## config.mk

```make
export PLATFORM = sky130hd
export DESIGN_NAME = conditional_short_branch_unit
export DESIGN_NICKNAME = d
export VERILOG_FILES = /design/src/hw/branch_pkg.sv /design/src/hw/branch_if.sv /design/src/hw/branch_decode.sv /design/src/hw/conditional_short_branch_unit.sv
export SDC_FILE = /design/constraint.sdc
export NUM_CORES = 1
export LEC_CHECK = 0
export ABC_AREA = 1
export BUFFER_PORTS_ARGS = -buffer_cell sky130_fd_sc_hd__buf_2
export CAP_MARGIN = 20
export CORE_UTILIZATION = 31
export CTS_CLUSTER_SIZE = 16
export DETAILED_ROUTE_END_ITERATION = 8
export GPL_ROUTABILITY_DRIVEN = 0
export REMOVE_ABC_BUFFERS = 1
export SKIP_CTS_REPAIR_TIMING = 1
export SYNTH_ARGS = -nofsm -noshare
export SYNTH_HDL_FRONTEND = slang
export SYNTH_SLANG_ARGS = --single-unit
```

## constraint.sdc

```tcl
create_clock -name sys_clk -period 3.3 [get_ports sys_clk]
set_clock_uncertainty 0.2 [all_clocks]
set_input_delay 0.33 -clock sys_clk [delete_from_list [all_inputs] [get_ports sys_clk]]
set_output_delay 0.33 -clock sys_clk [all_outputs]
set_load 0.005 [all_outputs]
```

## src/hw/branch_pkg.sv

```systemverilog
/*
 * Constants shared by the conditional short branch unit: opcode
 * encodings, field positions, widths and the instruction cycle phasing.
 * Assumes a core that fetches one 16-bit program word per instruction cycle.
 */
package branch_pkg;
	// Upper nibble common to the short conditional branches
	localparam logic [3:0] GROUP_NIBBLE = 4'he;
	// Second nibble selects the tested flag and sense
	localparam logic [3:0] SEL_NEGATIVE = 4'h6;
	localparam logic [3:0] SEL_SIGN_CLEAR = 4'h7;
	localparam logic [3:0] SEL_CARRY_CLEAR = 4'h3;
	localparam logic [3:0] SEL_NO_OVERFLOW = 4'h5;
	// Field positions inside the instruction word
	localparam int GROUP_MSB = 15;
	localparam int GROUP_LSB = 12;
	localparam int SEL_MSB = 11;
	localparam int SEL_LSB = 8;
	localparam int OFFSET_MSB = 7;
	localparam int OFFSET_LSB = 0;
	// Program counter width and reset value
	localparam int PC_WIDTH = 21;
	localparam logic [PC_WIDTH-1:0] PC_RESET = 21'h000000;
	// Bytes per program word
	localparam logic [PC_WIDTH-1:0] WORD_BYTES = 21'h000002;
	// Clock edges per instruction cycle (four phases)
	localparam int PHASES = 4;
	localparam logic [1:0] PHASE_LAST = 2'h3;
	// Kind of branch found by the decoder
	typedef enum logic [2:0] {
		KIND_NONE,
		KIND_NEGATIVE,
		KIND_SIGN_CLEAR,
		KIND_CARRY_CLEAR,
		KIND_NO_OVERFLOW
	} kind_t;
	// Execution state of the unit
	typedef enum logic [1:0] {
		ST_EXEC,
		ST_FLUSH
	} state_t;
endpackage

```

## src/hw/branch_if.sv

```systemverilog
/*
 * Carries the decode result from the decoder to the execute logic.
 * Assumes both ends share the core clock.
 */
`timescale 1ns/10ps
interface branch_if;
	import branch_pkg::*;
	logic [15:0] word; // Instruction word under decode
	logic carry; // Flag levels as read
	logic negative;
	logic overflow;
	kind_t kind; // Which branch, if any
	logic take; // Condition met
	logic signed [8:0] doubledOffset; // Signed, times two; extended to counter width later
	modport decoder (input word, carry, negative, overflow,
		output kind, take, doubledOffset);
	modport exec (output word, carry, negative, overflow,
		input kind, take, doubledOffset);
endinterface

```

## src/hw/branch_decode.sv

```systemverilog
/*
 * Combinational decoder for the four short conditional branches.
 * Assumes the flags are stable while the word is presented.
 */
`timescale 1ns/10ps
module branch_decode
	import branch_pkg::*;
(
	branch_if.decoder dec
);
	// Decode group, select and flag condition
	always_comb begin
		dec.kind = KIND_NONE;
		dec.take = 1'b0;
		dec.doubledOffset = {dec.word[OFFSET_MSB:OFFSET_LSB], 1'b0};
		if (dec.word[GROUP_MSB:GROUP_LSB] == GROUP_NIBBLE) begin
			unique case (dec.word[SEL_MSB:SEL_LSB])
				SEL_NEGATIVE: begin
					dec.kind = KIND_NEGATIVE;
					dec.take = dec.negative;
				end
				SEL_SIGN_CLEAR: begin
					dec.kind = KIND_SIGN_CLEAR;
					dec.take = ~dec.negative;
				end
				SEL_CARRY_CLEAR: begin
					dec.kind = KIND_CARRY_CLEAR;
					dec.take = ~dec.carry;
				end
				SEL_NO_OVERFLOW: begin
					dec.kind = KIND_NO_OVERFLOW;
					dec.take = ~dec.overflow;
				end
				// Other selectors belong to other instructions
				default: begin
					dec.kind = KIND_NONE;
					dec.take = 1'b0;
				end
			endcase
		end
	end
endmodule

```

## src/hw/conditional_short_branch_unit.sv

```systemverilog
/*
 * Execute logic for the short conditional branches of an 8-bit core.
 * Runs the four-phase instruction cycle, decodes the fetched word at
 * the first phase and writes the program counter at the last phase.
 * Assumes the fetch side presents a word with wordValid at phase 0 of
 * each cycle and that flag inputs come from the status register.
 */
`timescale 1ns/10ps
module conditional_short_branch_unit
	import branch_pkg::*;
(
	input wire logic sys_clk,
	input wire logic rst,
	input wire logic [15:0] instrWord,
	input wire logic wordValid,
	input wire logic carryFlag,
	input wire logic negativeFlag,
	input wire logic overflowFlag,
	output logic [PC_WIDTH-1:0] progCounter,
	output logic phaseStart,
	output logic stallFetch,
	output logic branchTaken,
	output logic branchSeen
);
	branch_if bus(); // Decoder link, shared with the decode module
	branch_decode u_decode (
		.dec(bus.decoder)
	);

	// Flags only feed the decoder; nothing in this unit writes them, so
	// the status register keeps its value across every branch form
	assign bus.word = instrWord;
	assign bus.carry = carryFlag; // Carry as read from status
	assign bus.negative = negativeFlag; // Negative as read
	assign bus.overflow = overflowFlag; // Overflow as read

	// The phase counter is two bits wide, so it serves four phases only
	if (PHASES != 4) begin : gPhaseCheck
		$error("phase counter serves exactly four phases");
	end
	// The counter must hold a sign-extended doubled offset
	if (PC_WIDTH < 10) begin : gWidthCheck
		$error("program counter narrower than a doubled offset");
	end

	// Cycle timing group
	logic [1:0] phase; // Position inside the instruction cycle
	logic [1:0] next_phase; // Phase after this edge
	logic next_phaseStart; // High when the next phase is phase 0

	// Execution state group
	state_t state; // Executing or flushing
	state_t next_state; // State after this edge
	logic next_stallFetch; // Fetch hold after this edge

	// Decode hold group: the result latched at the decode phase
	kind_t heldKind; // Which branch, if any
	kind_t next_heldKind; // Kind after this edge
	logic heldTake; // Condition met when decoded
	logic next_heldTake; // Condition after this edge
	logic signed [8:0] heldOffset; // Doubled offset, still signed
	logic signed [8:0] next_heldOffset; // Offset after this edge

	// Counter group
	logic [PC_WIDTH-1:0] next_progCounter; // Counter after this edge

	// Status pulse group
	logic next_branchTaken; // A taken write at this edge
	logic next_branchSeen; // Any decoded branch completes at this edge

	// Phase events shared by every group except cycle timing
	logic decodeNow; // Phase 0 of an executing cycle
	logic writeNow; // Last phase of a cycle that holds a branch
	logic flushEnd; // Last phase of the no-operation cycle

	// Sign extend a doubled offset to counter width; the sign bit is
	// copied up so that a backward branch wraps the counter correctly
	function automatic logic [PC_WIDTH-1:0] extend(
		input logic signed [8:0] v);
		extend = {{(PC_WIDTH-9){v[8]}}, v};
	endfunction

	// True when the unit stands in the given state at the given phase
	function automatic logic atPhase(
		input state_t s,
		input logic [1:0] p,
		input state_t wantState,
		input logic [1:0] wantPhase);
		atPhase = (s == wantState) && (p == wantPhase);
	endfunction

	// Phase events; every group but cycle timing reads these instead of decoding state
	// and phase on its own, so the groups cannot drift apart
	always_comb begin
		decodeNow = atPhase(state, phase, ST_EXEC, 2'h0);
		writeNow = atPhase(state, phase, ST_EXEC, PHASE_LAST) &&
			(heldKind != KIND_NONE);
		flushEnd = atPhase(state, phase, ST_FLUSH, PHASE_LAST);
	end

	// Phase counter runs freely and wraps from the last phase to 0;
	// phaseStart is registered so the fetch side sees a clean level
	always_comb begin
		next_phase = phase + 2'h1;
		next_phaseStart = (next_phase == 2'h0);
	end

	// Phase registers; reset puts the cycle at phase 0
	always_ff @(posedge sys_clk) begin
		if (rst) begin
			phase <= 2'h0;
			phaseStart <= 1'b1;
		end else begin
			phase <= next_phase;
			phaseStart <= next_phaseStart;
		end
	end

	// A taken branch turns the following cycle into a flush
	always_comb begin
		next_state = state;
		next_stallFetch = stallFetch;
		unique case (state)
			ST_EXEC: begin
				// Only a met condition costs the extra cycle
				if (writeNow && heldTake) begin
					next_state = ST_FLUSH;
					next_stallFetch = 1'b1;
				end
			end
			ST_FLUSH: begin
				// Fetch refills during this cycle; no operation here
				if (flushEnd) begin
					next_state = ST_EXEC;
					next_stallFetch = 1'b0;
				end
			end
		endcase
	end

	// State registers; reset leaves the unit executing, fetch free
	always_ff @(posedge sys_clk) begin
		if (rst) begin
			state <= ST_EXEC;
			stallFetch <= 1'b0;
		end else begin
			state <= next_state;
			stallFetch <= next_stallFetch;
		end
	end

	// Decode result is latched at phase 0 and used at the last phase,
	// so a word that changes later in the cycle cannot alter the branch
	always_comb begin
		next_heldKind = heldKind;
		next_heldTake = heldTake;
		next_heldOffset = heldOffset;
		if (decodeNow) begin
			// A word not marked valid is a bubble and holds no branch
			if (wordValid) begin
				next_heldKind = bus.kind;
				next_heldTake = bus.take;
			end else begin
				next_heldKind = KIND_NONE;
				next_heldTake = 1'b0;
			end
			next_heldOffset = bus.doubledOffset;
		end else if (flushEnd) begin
			// Drop the spent branch so nothing can replay it
			next_heldKind = KIND_NONE;
			next_heldTake = 1'b0;
		end
	end

	// Decode hold registers
	always_ff @(posedge sys_clk) begin
		if (rst) begin
			heldKind <= KIND_NONE;
			heldTake <= 1'b0;
			heldOffset <= 9'sh000;
		end else begin
			heldKind <= next_heldKind;
			heldTake <= next_heldTake;
			heldOffset <= next_heldOffset;
		end
	end

	// Counter steps one word at decode and takes the offset at the last
	// phase; the two never meet, as they fall in different phases
	always_comb begin
		next_progCounter = progCounter;
		if (decodeNow && wordValid) begin
			// Step past this word while the next one is fetched
			next_progCounter = progCounter + WORD_BYTES;
		end else if (writeNow && heldTake) begin
			// Counter already holds own address plus two
			next_progCounter = progCounter + extend(heldOffset);
		end else if (writeNow) begin
			// Not taken: counter stays at own address plus two
			next_progCounter = progCounter;
		end
	end

	// Counter register; a bubble leaves it where it is
	always_ff @(posedge sys_clk) begin
		if (rst) begin
			progCounter <= PC_RESET;
		end else begin
			progCounter <= next_progCounter;
		end
	end

	// Pulses mark the write phase: seen for every branch, taken only
	// when the counter was loaded with the target
	always_comb begin
		next_branchSeen = writeNow;
		next_branchTaken = writeNow && heldTake;
	end

	// Pulse registers; each pulse stands for one clock only
	always_ff @(posedge sys_clk) begin
		if (rst) begin
			branchTaken <= 1'b0;
			branchSeen <= 1'b0;
		end else begin
			branchTaken <= next_branchTaken;
			branchSeen <= next_branchSeen;
		end
	end
endmodule

```

==> flow_metrics.py <==
metrics = {
    "timing": {
        "rsz0062_at_grt": "false",
        "tightest_slew_ns": 0.7130,
        "setup_viol": 0,
        "fin_crit_sh_pct": 86.24,
        "tns_ns": 0,
        "fin_ws_ns": 0.4541,
        "hold_ws_ns": 0.08589,
        "max_slew_margin_pct": 52.17,
        "layout_min_cycle_time_ns": 2.846,
        "final_hold_viol_count": 0,
        "slew_violations": 0,
        "clock.fmax_mhz": 351.4,
    },
    "global_routing": {
        "grt.overflow.total": 0,
        "grt_pass1_vias": 2439,
        "grt_use_total_pct": 15.74,
        "antenna_found_initial": 0,
        "grt_pass1_wl_um": 10850,
        "grt_max_degree": 30,
    },
    "pwr": {
        "static-leakage-power_nw": 1.608,
        "power_mw": 1.252,
        "p_per_area_nw_per_um2": 425.6,
        "ir_worst_vdd_uv": 182.7,
    },
    "clock_network": {
        "clock_path_buffers": 2,
        "cts_buffers": 5,
        "clock_latency_ns": 0.30,
        "clockRootBuffer": "clkbuf_8",
        "cts_tree": "yes",
        "htreeDepth": 2,
        "clk_pin_slew_ns": 0.08,
        "cts.sinks": 38,
    },
    "synth": {
        "synth_cells": 394,
        "synth_area_leaders": "dfxtp_1, nand2_1, inv_1, nor2_1, nand3_1",
        "synth_top_area_share_pct": 29.73,
        "synth_top_family_by_area": "simple AND/OR/NAND/NOR gates",
        "synth_edf_count": 0,
        "yosysTopAreaCell": "dfxtp_1",
        "synth_compound_area_share_pct": 14.72,
        "synth-simple-area-share_pct": 32.52,
        "yosysMostFrequentCell": "nand2_1",
        "yosysUniqueCellTypes": 34,
        "synth_commonest_cells": "nand2_1, inv_1, nor2_1, dfxtp_1",
        "synthArstFlopShare_pct": 0,
        "synth-seq-area-share_pct": 29.73,
        "synthFlopType": "dfxtp_1",
        "syn_area_sq_um": 2559,
        "synth.area.mux_share_pct": 0,
        "synth_adder_area_share_pct": 5.183,
        "synth-xor-area-share_pct": 4.792,
        "ys_warn_count": 0,
        "ys_ff_latch": 38,
        "post_synth.cell_area_avg_sq_um": 6.494,
    },
    "die": {
        "fp-row-count": 32,
        "io_pins": 47,
        "die_h_um": 92.85,
        "core-area_sq_um": 7848,
        "die_area_sq_um": 8621,
        "initial_core_util_pct": 32.61,
        "die_x_um": 92.85,
    },
    "critical_path": {
        "arrival_ns": 2.85,
        "cpMostUsedCell": "nand2_1",
        "crit_chain": "inv_1 -> ha_1 -> nand3_4 -> nand2_1 -> ha_1 -> fa_1 -> nand3_1 -> nand2_1 -> nand3_1 -> nand2_1 -> nand2_1 -> nand2_2 -> nand2_1 -> nand2_1 -> nand2_1 -> nand2_1 -> nand2_1 -> nand3_1 -> nand2_1 -> inv_1",
        "cp-start-kind": "flip-flop",
        "worstPathRequired_ns": 3.31,
        "slowest_delay_ns": 0.41,
        "path_max_fanout": 12,
        "worstSetupEndpointType": "flip-flop",
        "slowest_stage": "fa_1",
        "crit_type": "flip-flop to flip-flop",
    },
    "detailed_routing": {
        "firstDrtPassIters": 4,
        "drcViolationCount": 0,
        "vias_per_cell": 4.597,
        "num_vias": 2473,
        "routedWlPerCell_um": 11.08,
        "ant_nets": 0,
        "drtIter0Drc": 114,
        "totalWireLength_um": 5961,
    },
    "run": {
        "max-cap-violations": 0,
    },
    "layout": {
        "area_delta_synth_final_pct": 15.01,
        "final_util_pct": 37.50,
        "antenna_cells": 0,
        "nNetsFinal": 467,
        "drive_above_1_share_pct": 15.83,
    },
    "placement": {
        "dp_hpwl_um": 4556,
        "port-buffer-count": 45,
        "preCtsSetupSlack_ns": 0.4618,
    },
    "run_status": {
        "status": "complete, no violations",
    },
    "worst_hold_path": {
        "hold_class": "primary input to flip-flop",
    },
}
sequential cells by signal (all words and copies together), names as in the netlist:
| register | cells |
|---|---|
| branchTaken | 1 |
| heldTake | 1 |
| phase | 2 |
| stallFetch | 1 |
| phaseStart | 1 |
| progCounter | 20 |
| heldKind | 3 |
| heldOffset | 8 |
| branchSeen | 1 |
layout by cell type, fill, tap and decap left out, drive strengths merged:
cell type and instances:
buf 47, a21boi 1, fa 1, nand2 105
xor2 9, nor3 3, dfxtp 38, o211ai 4
clkinv 2, and3 1, nor4 2, o21ai 26
conb 1, a41oi 9, inv 66, nand3 27
nand4 3, clkinvlp 1, ha 9, and2 1
o21bai 3, clkbuf 6, nand3b 6, a31oi 3
nor2 43, a21oi 14, xnor2 5
area by class of cell:
class / count / area (sq um)
repair buffers: 47 / 240.2
flip-flops and latches: 38 / 760.7
inverters: 67 / 251.5
multi-input cells: 276 / 1468
fillers: 878 / 4905
well taps: 102 / 127.6
clock inverters: 2 / 12.51
clock buffers: 6 / 82.58
logic make-up after synthesis:
kind of cell	Yosys count
and+or+nand+nor	191
AOI/OAI and AO/OA	60
adders and majority gates	10
other	1
xor gates and xnor gates	14
buffers and inverters	80
DFF	38
per-stage QoR:
stage	instance area [sq um]	cells
global route	2943	538
finish	2943	538
CTS	2943	538
detailed placement	2848	530
floorplan	2480	381
global placement	2848	530
metal layers:
layer	vias up	routed length, um	global-route usage, %
met5	-	0	0
met2	71	2619	25.55
met4	0	119	6.667
li1	1329	-	-
met1	1064	2913	20.41
met3	9	308	2.709
path summary, 6_finish.rpt:
| kind | cells after the start | startpoint | to | slack (ns) |
|---|---|---|---|---|
| setup reg to reg | 20 | phase[0]$_SDFF_PP0_ | progCounter[19]$_SDFFE_PP0P_ | 0.45 |
| hold / removal | 3 | instrWord[3] | heldOffset[4]$_SDFFE_PP0P_ | 0.09 |
| setup / recovery | 20 | phase[0]$_SDFF_PP0_ | progCounter[19]$_SDFFE_PP0P_ | 0.45 |
| hold reg to reg | 1 | phase[0]$_SDFF_PP0_ | phase[0]$_SDFF_PP0_ | 0.25 |
report_power, final:
part	internal, mW	switching, mW	leakage [nW]
combinational	0.140	0.227	1.25
clock	0.168	0.183	0.0472
sequential	0.498	0.0364	0.313
critical path: cells and delay by family, from the launching register on:
family                   cells  cell delay (ns)
flip-flops                   1             0.36
buffers and inverters        2             0.08
AND/OR/NAND/NOR             15             1.25
adder cells (fa/ha/maj)      3             0.85
Note: power is estimated with default switching activity, not from simulation.
